## src/logic/arq_consts.vh

```
// Constants for the converter result queue and acquisition control.
// Assumes: included by the design files by bare name; definitions only.
`ifndef ARQ_CONSTS_VH
`define ARQ_CONSTS_VH

// ----------------------------------------------------------------------
// register byte addresses
// ----------------------------------------------------------------------
`define ARQ_ADDR_W        5
`define ARQ_OFF_CTL0      5'h00
`define ARQ_OFF_CTL1      5'h04
`define ARQ_OFF_CTL2      5'h08
`define ARQ_OFF_CTL3      5'h0c
`define ARQ_OFF_RES_LO    5'h10
`define ARQ_OFF_RES_HI    5'h14
`define ARQ_OFF_STAT      5'h18

// ----------------------------------------------------------------------
// field positions
// ----------------------------------------------------------------------
`define ARQ_CTL0_ON       0
`define ARQ_CTL0_GO       1
`define ARQ_CTL0_CONT     2
`define ARQ_CTL1_QEN      4
`define ARQ_CTL1_EMPTY    3
`define ARQ_CTL1_OVR      2
`define ARQ_CTL2_LJUST    7
`define ARQ_CTL2_ACQ_LO   3
`define ARQ_CTL2_ACQ_HI   6
`define ARQ_CTL3_RATE_LO  6
`define ARQ_CTL3_RATE_HI  7
`define ARQ_CTL3_TSEL_HI  4
`define ARQ_STAT_IRQ      0

// ----------------------------------------------------------------------
// reset values, timing and bus response codes
// ----------------------------------------------------------------------
`define ARQ_RST_ACQ       4'h0
`define ARQ_RST_RATE      2'h0
`define ARQ_RST_TSEL      5'h00
`define ARQ_CONV_TADS     4'hc
`define ARQ_POST_TADS     4'h2
`define ARQ_RESP_OKAY     2'h0
`define ARQ_RESP_SLVERR   2'h2

`endif

```

## src/logic/arq_adc_ctrl.v

```verilog
// Converter control: register slave, start logic, acquisition and
// conversion sequencing, result queue feed.
// Assumes: AXI4-Lite master on aclk; analog core supplies the running
// successive-approximation value on adc_result.
//
// The register offsets and the AXI4-Lite slave port were left to the implementer.
`timescale 1ns/100ps
`default_nettype none
`include "arq_consts.vh"

module arq_adc_ctrl #(
  parameter CLKS_PER_TAD = 16
) (
  input  wire         aclk,
  input  wire         aresetn,
  input  wire [4:0]   s_axil_awaddr,
  input  wire         s_axil_awvalid,
  output wire         s_axil_awready,
  input  wire [31:0]  s_axil_wdata,
  input  wire [3:0]   s_axil_wstrb,
  input  wire         s_axil_wvalid,
  output wire         s_axil_wready,
  output reg  [1:0]   s_axil_bresp,
  output reg          s_axil_bvalid,
  input  wire         s_axil_bready,
  input  wire [4:0]   s_axil_araddr,
  input  wire         s_axil_arvalid,
  output wire         s_axil_arready,
  output reg  [31:0]  s_axil_rdata,
  output reg  [1:0]   s_axil_rresp,
  output reg          s_axil_rvalid,
  input  wire         s_axil_rready,
  input  wire [4:0]   trig_in,
  input  wire [9:0]   adc_result,
  output reg          hold_connect,
  output reg          conv_run
);

  // ----------------------------------------------------------------------
  // states
  // ----------------------------------------------------------------------
  localparam [3:0] S_IDLE = 4'b0001;
  localparam [3:0] S_ACQ  = 4'b0010;
  localparam [3:0] S_CONV = 4'b0100;
  localparam [3:0] S_WAIT = 4'b1000;

  // ----------------------------------------------------------------------
  // control registers
  // ----------------------------------------------------------------------
  reg        on_q;
  reg        go_q;
  reg        cont_q;
  reg        qen_q;
  reg        ljust_q;
  reg [3:0]  acq_q;
  reg [1:0]  rate_q;
  reg [4:0]  tsel_q;
  reg        irqf_q;
  reg [3:0]  state_q;
  reg [3:0]  state_d;
  reg [3:0]  tcnt_q;

  // bus slave state
  reg        aw_hold_q;
  reg        w_hold_q;
  reg [4:0]  awaddr_q;
  reg [31:0] wdata_q;
  reg        wstrb0_q;

  wire       do_wr;
  wire       ar_hs;
  wire       wr_en;
  wire       w_ctl0;
  wire       w_ctl1;
  wire       w_ctl2;
  wire       w_ctl3;
  wire       w_stat;
  wire       wr_map;
  wire       rd_map;
  wire       rd_adv;
  wire       tick;
  wire       trig_hit;
  wire       go_set;
  wire       go_clr_sw;
  wire       seq_start;
  wire       conv_end;
  wire       abort;
  wire       q_wr;
  wire       rate_hit;
  wire       irq_set;
  wire [9:0] q_data;
  wire [1:0] rptr;
  wire       q_empty;
  wire       q_ovr;
  wire [15:0] res16;

  // ----------------------------------------------------------------------
  // write channel: address and data taken in either order
  // ----------------------------------------------------------------------
  assign s_axil_awready = ~aw_hold_q & ~s_axil_bvalid;
  assign s_axil_wready  = ~w_hold_q & ~s_axil_bvalid;
  assign do_wr          = aw_hold_q & w_hold_q & ~s_axil_bvalid;
  assign wr_en          = do_wr & wstrb0_q;
  assign w_ctl0         = wr_en & (awaddr_q == `ARQ_OFF_CTL0);
  assign w_ctl1         = wr_en & (awaddr_q == `ARQ_OFF_CTL1);
  assign w_ctl2         = wr_en & (awaddr_q == `ARQ_OFF_CTL2);
  assign w_ctl3         = wr_en & (awaddr_q == `ARQ_OFF_CTL3);
  assign w_stat         = wr_en & (awaddr_q == `ARQ_OFF_STAT);
  assign wr_map = (awaddr_q == `ARQ_OFF_CTL0) | (awaddr_q == `ARQ_OFF_CTL1) |
                  (awaddr_q == `ARQ_OFF_CTL2) | (awaddr_q == `ARQ_OFF_CTL3) |
                  (awaddr_q == `ARQ_OFF_RES_LO) | (awaddr_q == `ARQ_OFF_RES_HI) |
                  (awaddr_q == `ARQ_OFF_STAT);

  always @(posedge aclk) begin
    if (!aresetn) begin
      aw_hold_q     <= 1'b0;
      w_hold_q      <= 1'b0;
      awaddr_q      <= 5'h00;
      wdata_q       <= 32'h00000000;
      wstrb0_q      <= 1'b0;
      s_axil_bvalid <= 1'b0;
      s_axil_bresp  <= `ARQ_RESP_OKAY;
    end else begin
      if (s_axil_awvalid && s_axil_awready) begin
        aw_hold_q <= 1'b1;
        awaddr_q  <= {s_axil_awaddr[4:2], 2'b00};
      end
      if (s_axil_wvalid && s_axil_wready) begin
        w_hold_q <= 1'b1;
        wdata_q  <= s_axil_wdata;
        wstrb0_q <= s_axil_wstrb[0];
      end
      if (do_wr) begin
        aw_hold_q     <= 1'b0;
        w_hold_q      <= 1'b0;
        s_axil_bvalid <= 1'b1;
        s_axil_bresp  <= wr_map ? `ARQ_RESP_OKAY : `ARQ_RESP_SLVERR;
      end else if (s_axil_bready) begin
        s_axil_bvalid <= 1'b0;
      end
    end
  end

  // ----------------------------------------------------------------------
  // read channel: one-cycle registered answer
  // ----------------------------------------------------------------------
  assign s_axil_arready = ~s_axil_rvalid;
  assign ar_hs          = s_axil_arvalid & s_axil_arready;
  assign res16          = ljust_q ? {q_data, 6'h00} : {6'h00, q_data};
  assign rd_map = (s_axil_araddr[4:2] <= 3'h6);
  // the byte holding eight result bits (high byte when left-justified, low byte when right) advances the pointer
  assign rd_adv = ar_hs & (ljust_q ? (s_axil_araddr[4:2] == 3'h5)
                                   : (s_axil_araddr[4:2] == 3'h4));

  always @(posedge aclk) begin
    if (!aresetn) begin
      s_axil_rvalid <= 1'b0;
      s_axil_rdata  <= 32'h00000000;
      s_axil_rresp  <= `ARQ_RESP_OKAY;
    end else if (ar_hs) begin
      s_axil_rvalid <= 1'b1;
      s_axil_rresp  <= rd_map ? `ARQ_RESP_OKAY : `ARQ_RESP_SLVERR;
      case ({s_axil_araddr[4:2], 2'b00})
        `ARQ_OFF_CTL0:   s_axil_rdata <= {29'h0, cont_q, go_q, on_q};
        `ARQ_OFF_CTL1:   s_axil_rdata <= {27'h0, qen_q, q_empty, q_ovr, rptr};
        `ARQ_OFF_CTL2:   s_axil_rdata <= {24'h0, ljust_q, acq_q, 3'h0};
        `ARQ_OFF_CTL3:   s_axil_rdata <= {24'h0, rate_q, 1'b0, tsel_q};
        `ARQ_OFF_RES_LO: s_axil_rdata <= {24'h0, res16[7:0]};
        `ARQ_OFF_RES_HI: s_axil_rdata <= {24'h0, res16[15:8]};
        `ARQ_OFF_STAT:   s_axil_rdata <= {31'h0, irqf_q};
        default:         s_axil_rdata <= 32'h00000000;
      endcase
    end else if (s_axil_rready) begin
      s_axil_rvalid <= 1'b0;
    end
  end

  // ----------------------------------------------------------------------
  // configuration registers
  // ----------------------------------------------------------------------
  always @(posedge aclk) begin
    if (!aresetn) begin
      on_q    <= 1'b0;
      cont_q  <= 1'b0;
      qen_q   <= 1'b0;
      ljust_q <= 1'b0;
      acq_q   <= `ARQ_RST_ACQ;
      rate_q  <= `ARQ_RST_RATE;
      tsel_q  <= `ARQ_RST_TSEL;
    end else begin
      if (w_ctl0) begin
        on_q   <= wdata_q[`ARQ_CTL0_ON];
        cont_q <= wdata_q[`ARQ_CTL0_CONT];
      end
      if (w_ctl1) begin
        qen_q <= wdata_q[`ARQ_CTL1_QEN]; // pointer bits ignored
      end
      if (w_ctl2) begin
        ljust_q <= wdata_q[`ARQ_CTL2_LJUST];
        acq_q   <= wdata_q[`ARQ_CTL2_ACQ_HI:`ARQ_CTL2_ACQ_LO];
      end
      if (w_ctl3) begin
        rate_q <= wdata_q[`ARQ_CTL3_RATE_HI:`ARQ_CTL3_RATE_LO];
        tsel_q <= wdata_q[`ARQ_CTL3_TSEL_HI:0];
      end
    end
  end

  // ----------------------------------------------------------------------
  // go bit: software, triggers, completion
  // ----------------------------------------------------------------------
  assign trig_hit  = |(trig_in & tsel_q);
  assign go_set    = (w_ctl0 & wdata_q[`ARQ_CTL0_GO]) | trig_hit;
  assign go_clr_sw = w_ctl0 & ~wdata_q[`ARQ_CTL0_GO];
  assign seq_start = state_q[2'd0] & go_q & on_q;
  assign conv_end  = state_q[2'd2] & go_q & tick & (tcnt_q == `ARQ_CONV_TADS - 4'h1);
  assign abort     = state_q[2'd2] & ~go_q;
  assign q_wr      = conv_end | abort;
  assign irq_set   = conv_end & (~cont_q | rate_hit);

  always @(posedge aclk) begin
    if (!aresetn || !on_q) begin
      go_q <= 1'b0;
    end else if (go_set) begin
      go_q <= 1'b1;                  // set wins over software and completion clears
    end else if (go_clr_sw || (conv_end && !cont_q)) begin
      go_q <= 1'b0;
    end
  end

  // interrupt flag, cleared by writing one
  always @(posedge aclk) begin
    if (!aresetn) begin
      irqf_q <= 1'b0;
    end else if (irq_set) begin
      irqf_q <= 1'b1;
    end else if (w_stat && wdata_q[`ARQ_STAT_IRQ]) begin
      irqf_q <= 1'b0;
    end
  end

  // ----------------------------------------------------------------------
  // sequencer next state
  // ----------------------------------------------------------------------
  always @* begin
    state_d = state_q;
    case (state_q)
      S_IDLE: begin
        if (seq_start) begin
          state_d = (acq_q == 4'h0) ? S_CONV : S_ACQ;
        end
      end
      S_ACQ: begin
        if (!go_q) begin
          state_d = S_WAIT;
        end else if (tick && tcnt_q == acq_q - 4'h1) begin
          state_d = S_CONV;
        end
      end
      S_CONV: begin
        if (q_wr) begin
          state_d = S_WAIT;
        end
      end
      S_WAIT: begin
        if (tick && tcnt_q == `ARQ_POST_TADS - 4'h1) begin
          if (go_q && cont_q) begin
            state_d = (acq_q == 4'h0) ? S_CONV : S_ACQ;
          end else begin
            state_d = S_IDLE;
          end
        end
      end
      default: state_d = S_IDLE;
    endcase
  end

  // ----------------------------------------------------------------------
  // sequencer state, period counter, analog controls
  // ----------------------------------------------------------------------
  always @(posedge aclk) begin
    if (!aresetn || !on_q) begin
      state_q      <= S_IDLE;
      tcnt_q       <= 4'h0;
      hold_connect <= 1'b1;
      conv_run     <= 1'b0;
    end else begin
      state_q      <= state_d;
      hold_connect <= ~state_d[2'd2];
      conv_run     <= state_d[2'd2];
      if (state_d != state_q) begin
        tcnt_q <= 4'h0;
      end else if (tick) begin
        tcnt_q <= tcnt_q + 4'h1;
      end
    end
  end

  // ----------------------------------------------------------------------
  // converter period ticks and result queue
  // ----------------------------------------------------------------------
  arq_tick_div #(
    .DIV (CLKS_PER_TAD),
    .W   (16)
  ) u_tick (
    .aclk    (aclk),
    .aresetn (aresetn),
    .run     (on_q),
    .tick    (tick)
  );

  arq_result_queue #(
    .DW (10)
  ) u_queue (
    .aclk               (aclk),
    .aresetn            (aresetn),
    .enable             (qen_q),
    .seq_start          (seq_start),
    .wr                 (q_wr),
    .wr_data            (adc_result),
    .rd_adv             (rd_adv),
    .ovr_clr            (w_ctl1 & wdata_q[`ARQ_CTL1_OVR]),
    .rate               (rate_q),
    .rd_data            (q_data),
    .read_pointer       (rptr),
    .queue_empty_flag   (q_empty),
    .queue_overrun_flag (q_ovr),
    .rate_hit           (rate_hit)
  );

endmodule // arq_adc_ctrl

`default_nettype wire

```

## src/logic/arq_tick_div.v

```verilog
// Converter clock period divider: one-cycle tick every DIV clocks.
// Assumes: single clock aclk, synchronous active-low reset.
`timescale 1ns/100ps
`default_nettype none

module arq_tick_div #(
  parameter DIV = 16,
  parameter W   = 8
) (
  input  wire         aclk,
  input  wire         aresetn,
  input  wire         run,
  output reg          tick
);

  reg [W-1:0] cnt_q;

  // ----------------------------------------------------------------------
  // free-running count while run is high
  // ----------------------------------------------------------------------
  always @(posedge aclk) begin
    if (!aresetn || !run) begin
      cnt_q <= {W{1'b0}};
      tick  <= 1'b0;
    end else if (cnt_q == DIV[W-1:0] - 1'b1) begin
      cnt_q <= {W{1'b0}};
      tick  <= 1'b1;
    end else begin
      cnt_q <= cnt_q + 1'b1;
      tick  <= 1'b0;
    end
  end

endmodule // arq_tick_div

`default_nettype wire

```

## src/logic/arq_result_queue.v

```verilog
// Four-slot circular result queue with unread tracking and write counting.
// Assumes: writes and reads are one-cycle pulses from the controller.
`timescale 1ns/100ps
`default_nettype none
`include "arq_consts.vh"

module arq_result_queue #(
  parameter DW = 10
) (
  input  wire          aclk,
  input  wire          aresetn,
  input  wire          enable,
  input  wire          seq_start,
  input  wire          wr,
  input  wire [DW-1:0] wr_data,
  input  wire          rd_adv,
  input  wire          ovr_clr,
  input  wire [1:0]    rate,
  output wire [DW-1:0] rd_data,
  output wire [1:0]    read_pointer,
  output wire          queue_empty_flag,
  output reg           queue_overrun_flag,
  output wire          rate_hit
);

  reg [DW-1:0] mem [0:3];
  reg [3:0]    unread_q;
  reg [1:0]    wp_q;
  reg [1:0]    rp_q;
  reg [1:0]    wcnt_q;
  wire [1:0]   wslot;
  wire [1:0]   rslot;

  // disabled queue behaves as a single slot
  assign wslot            = enable ? wp_q : 2'h0;
  assign rslot            = enable ? rp_q : 2'h0;
  assign rd_data          = mem[rslot];
  assign read_pointer     = rp_q;
  assign queue_empty_flag = ~|unread_q;
  assign rate_hit = wr & ((rate == 2'h0) | ((rate == 2'h1) & wcnt_q[0]) |
                          (rate[1] & (wcnt_q == 2'h3)));

  // ----------------------------------------------------------------------
  // storage
  // ----------------------------------------------------------------------
  always @(posedge aclk) begin
    if (wr) begin
      mem[wslot] <= wr_data;
    end
  end

  // ----------------------------------------------------------------------
  // pointers, unread bits, flags
  // ----------------------------------------------------------------------
  always @(posedge aclk) begin
    if (!aresetn) begin
      unread_q           <= 4'h0;
      wp_q               <= 2'h0;
      rp_q               <= 2'h0;
      wcnt_q             <= 2'h0;
      queue_overrun_flag <= 1'b0;
    end else begin
      if (rd_adv) begin
        unread_q[rslot] <= 1'b0;
      end
      if (wr) begin
        unread_q[wslot] <= 1'b1;  // set wins over read
        wcnt_q          <= wcnt_q + 2'h1;
        if (enable) begin
          wp_q <= wp_q + 2'h1;    // wraps 3 to 0
        end
      end
      if (seq_start) begin
        rp_q <= 2'h0;
      end else if (rd_adv && enable) begin
        rp_q <= rp_q + 2'h1;
      end
      if (wr && unread_q[wslot] && !(rd_adv && rslot == wslot)) begin
        queue_overrun_flag <= 1'b1;
      end else if (ovr_clr) begin
        queue_overrun_flag <= 1'b0;
      end
    end
  end

endmodule // arq_result_queue

`default_nettype wire

```

## config.mk

```make
export PLATFORM = sky130hd
export DESIGN_NAME = arq_adc_ctrl
export DESIGN_NICKNAME = d
export VERILOG_FILES = /design/src/logic/arq_adc_ctrl.v /design/src/logic/arq_tick_div.v /design/src/logic/arq_result_queue.v
export VERILOG_INCLUDE_DIRS = /design/src /design/src/logic
export SDC_FILE = /design/constraint.sdc
export NUM_CORES = 1
export LEC_CHECK = 0
export BUFFER_PORTS_ARGS = -buffer_cell sky130_fd_sc_hd__buf_4
export CAP_MARGIN = 20
export CORE_MARGIN = 2
export CORE_UTILIZATION = 55
export CTS_CLUSTER_DIAMETER = 100
export DETAILED_ROUTE_END_ITERATION = 10
export PLACE_DENSITY = 0.81
export SETUP_SLACK_MARGIN = 0.05
export SYNTH_ARGS = -nofsm -noshare
export SYNTH_HDL_FRONTEND = slang
export SYNTH_SLANG_ARGS = --single-unit
```

## constraint.sdc

```tcl
create_clock -name aclk -period 5.1 [get_ports aclk]
set_input_delay 0.255 -clock aclk [delete_from_list [all_inputs] [get_ports aclk]]
set_output_delay 0.255 -clock aclk [all_outputs]
set_load 0.02 [all_outputs]
```

==> results.md <==
Worst setup path:
- The signal on the critical path passes through ha_1 > and4b_1 > o21a_1 > nand3_1 > nor2_1.
- The signal arrival time at the worst endpoint is about 2.7 ns.
- The required time of the worst setup path is roughly 5.3 ns.
- The worst setup path is of the reg2reg kind.
- The category of the worst setup path capture point is a flop.
- In this run the worst path has a maximum fanout of 12.
- The master of the slowest instance on the critical path is sky130_fd_sc_hd__nor2_1.
- The largest single stage delay on the critical path is roughly 0.83 ns.
- The worst setup path is launched from a flop.

Route:
- The average detailed-routed wire length per instance is 16.5 µm.
- The DRC violations left is 0.
- For this run, the detailed router's first-pass iteration total came to 5.
- The routed design has between 10 and 15 mm of wire.
- The first routing iteration left between 300 and 400 violations.
- The ratio of routed vias to standard cells is approximately 5.7.
- Across all layers, the routed design uses around 4.6k vias.
- The remaining antenna violation count is 0.

Logic synthesis:
- In this run, synthesis inferred 40 flip-flops with an integrated enable.
- Summing the areas of all and, or, nand and nor instances in the mapped netlist gives a little under a fifth of the synthesized area.
- Among all flip-flop cells after synthesis, the most frequent one is sky130_fd_sc_hd__dfxtp_1.
- The synthesized netlist devotes 14.3% of its cell area to compound gates.
- Summing the areas of all xor and xnor instances in the mapped netlist gives 4.77% of the synthesized area.
- The share of the yosys chip area belonging to registers is between 40% and 50%.
- Summing the areas of all fa, ha and maj instances in the mapped netlist gives 1.28% of the synthesized area.
- The average instance in the mapped netlist occupies ~10 µm².
- The cell count after synthesis is around 590.
- After synthesis, the largest family of logic cells by area is simple AND/OR/NAND/NOR gates.
- After synthesis, the netlist uses 71 different library cells.
- The count of state elements after synthesis is 120.
- The share of flip-flops with an asynchronous set or reset after synthesis is 0%.
- The post-synthesis mux area share is approximately 6.7%.
- Summing every instance area after synthesis gives 5880 µm².
- The Yosys step of the flow raised 0 warnings.

Timing:
- The routed design could run at a clock period as short as 2.52 ns.
- The final hold violation count is 0.
- The number of max-slew violations in the final report is 0.
- Setup repair after global routing left no endpoint under its margin.
- The slew of the pin with the lowest slew margin is 1.03 ns.
- The number of setup violations in the final report is 0.
- Adding up every negative setup slack in the final design gives 0 ns.
- The highest clock frequency the design can meet is around 400 MHz.
- In this run the tightest slew margin relative to its limit is roughly 31%.
- Setup slack closes at around 2.6 ns.
- The share of the clock period used by the worst path after layout is roughly 50%.
- The post-route clock skew is about 0.0085 ns.

Cells and area:
- The count of nets after finishing is around 720.
- The final standard cell count with taps included and fillers excluded is approximately 800.
- Counting the fill cells in the layout gives ~770.
- The number of diodes is 0.
- The fraction of the core area covered by cells at the end of the flow is 67.3%.
- The post-route netlist has approximately 15% of its cells at a drive strength greater than 1.
- The layout-stage area growth over the synthesis result is 18.7%.
- Once layout is done, the placed cells without fillers occupy around 7000 µm².

Place:
- The sum of net half-perimeters after detailed placement is 8.45 mm.
- The number of cells in the design after placement is between 700 and 800.
- The cell area after placement is 6200 µm².
- The minimum setup slack after placement is around 2.6 ns.
- The global placer's final weighted congestion is between 0.9 and 1.
- The number of I/O port buffers is 53.

Die:
- The floorplan die width is roughly 110 µm.
- The boundary pin count is approximately 110.
- The starting density of the core is 56.7%.
- The vertical die dimension is 107 µm.
- In this run the core area contains 37 standard-cell rows.
- The die area is between 10000 and 15000 µm².
- After floorplanning, the core was sized to cover 10400 µm².

Clock network:
- The tree is rooted in a sky130_fd_sc_hd__clkbuf_8.
- No sink is reached through more buffers than the 2 on the longest clock path.
- In this run the number of H-tree levels came out at 4.
- TritonCTS built the clock tree.
- Counting every sink on the clock net gives 120.
- Clock-pin slew was measured on the worst setup and hold paths at ~0.060 ns.
- The later-pin clock latency in the skew report is around 0.53 ns.
- The total CTS buffers is 17.

GRT:
- The initial antenna violation count is 0.
- The largest net degree at the start of global routing is 52.
- For this run, the total global-route usage over all layers was measured as between 20% and 30%.
- After global routing the overflow that remains totals 0.
- The first global-routing pass estimated approximately 21 mm of wire.
- The via count of the first global-routing pass was ~4.3k.

Power:
- Power spread over the standard cell area amounts to roughly 320 nW/µm².
- The worst vdd rail ir drop is about 0.00019 V.
- The total leakage power is 2.54 nW.

Hold path:
- The worst hold-check path type is in2reg.

Job:
- The number of max-capacitance violations reported is 0.

Status:
- The flow ran to the end, and the final reports show no timing, DRC or antenna violations.
==> through the flow <==
stage               total power [mW]  hold WS (ns)
floorplan                       1.11         0.354
global placement                1.14         0.430
detailed placement              1.14         0.441
CTS                             2.27       0.00765
global route                    2.33        0.0117
finish                          2.26       0.00981
==> cell families after synthesis <==
group	after synthesis
compound gates	113
xor+xnor	32
fa+ha+maj	6
buf+inv	75
flops	120
mux	39
other cells	1
simple gates	201
==> worst max-delay path: cells and delay by family (launching register included) <==
family,cells,cell delay (ns)
AO/OA/AOI/OAI,1,0.28
AND/OR/NAND/NOR,3,1.21
adder cells (fa/ha/maj),1,0.20
flip-flops,1,0.44
==> synth_stat cells, types with 13 or more instances <==
cell type                  instances  area, µm²
sky130_fd_sc_hd__clkbuf_1         19       71.3
sky130_fd_sc_hd__nor2b_1          24        150
sky130_fd_sc_hd__edfxtp_1         40       1200
sky130_fd_sc_hd__mux2i_1          36        360
sky130_fd_sc_hd__nand2_1          40        150
sky130_fd_sc_hd__xnor2_1          14        123
sky130_fd_sc_hd__dfxtp_1          80       1600
sky130_fd_sc_hd__nor2_1           45        169
sky130_fd_sc_hd__buf_4            28        210
sky130_fd_sc_hd__inv_1            17       63.8
sky130_fd_sc_hd__nand3_1          22        110
sky130_fd_sc_hd__a21oi_1          13       65.1
sky130_fd_sc_hd__xor2_1           18        158
==> final cells by class <==
| type | count | area [µm²] | area share [%] |
|---|---|---|---|
| sequential | 120 | 2800 | 40.2 |
| multi-input combinational | 417 | 2760 | 39.6 |
| timing repair buffer | 75 | 613 | 8.79 |
| clock buffer | 17 | 414 | 5.94 |
| tap | 136 | 170 | 2.44 |
| clock inverter | 15 | 149 | 2.13 |
| inverter | 17 | 63.8 | 0.915 |
==> power breakdown <==
part,leakage (nW),internal [mW],switching (mW),total [mW]
clock network,0.273,0.626,0.503,1.13
registers,1.01,0.997,0.0130,1.01
logic,1.26,0.0539,0.0694,0.123
total,2.54,1.68,0.585,2.26
==> flip-flops by register name (all words and copies together), names as in the netlist, 2 cells and up <==
signal,count
state_q,4
u_queue.wp_q,2
u_tick.cnt_q,16
u_queue.mem,40
s_axil_rdata,8
rate_q,2
acq_q,4
wdata_q,8
awaddr_q,3
tsel_q,5
tcnt_q,4
u_queue.wcnt_q,2
u_queue.unread_q,4
u_queue.read_pointer,2
==> per-layer routing <==
metal | routed length [µm] | track usage (%)
met5 | 0 | 0
met4 | 318 | 10.8
met3 | 862 | 5.33
met2 | 6330 | 38.8
met1 | 5660 | 30.5
==> cells in the final DEF, fill, tap and decap left out, drive strengths merged, types with 14 or more instances in the layout <==
cell / instances
conb: 26
mux2i: 36
inv: 28
nand3: 22
xnor2: 14
o21ai: 14
edfxtp: 40
clkbuf: 17
nor2b: 24
xor2: 18
dfxtp: 80
buf: 55
nor2: 46
dlygate4sd3: 20
nand2: 41
==> what timing repair did <==
action | 4_1_cts | 5_1_grt
endpoints found under the hold margin | 49 | 0
buffers inserted | 0 | 0
hold buffers | 20 | 0
resized for setup | 0 | 0
==> path summary, 6_finish.rpt <==
path / endpoint / slack [ns] / startpoint / depth (start not counted)
max: u_queue.mem[1][1]$_DFFE_PP_ / 2.58 / tcnt_q[0]$_SDFFE_PP0P_ / 5
min: awaddr_q[4]$_SDFFE_PN0P_ / 0.01 / s_axil_awaddr[4] / 3
max reg2reg: u_queue.mem[1][1]$_DFFE_PP_ / 2.58 / tcnt_q[0]$_SDFFE_PP0P_ / 5
min reg2reg: u_tick.cnt_q[0]$_SDFF_PP0_ / 0.45 / u_tick.cnt_q[0]$_SDFF_PP0_ / 1
No activity file was read; power rests on OpenSTA's default activity.
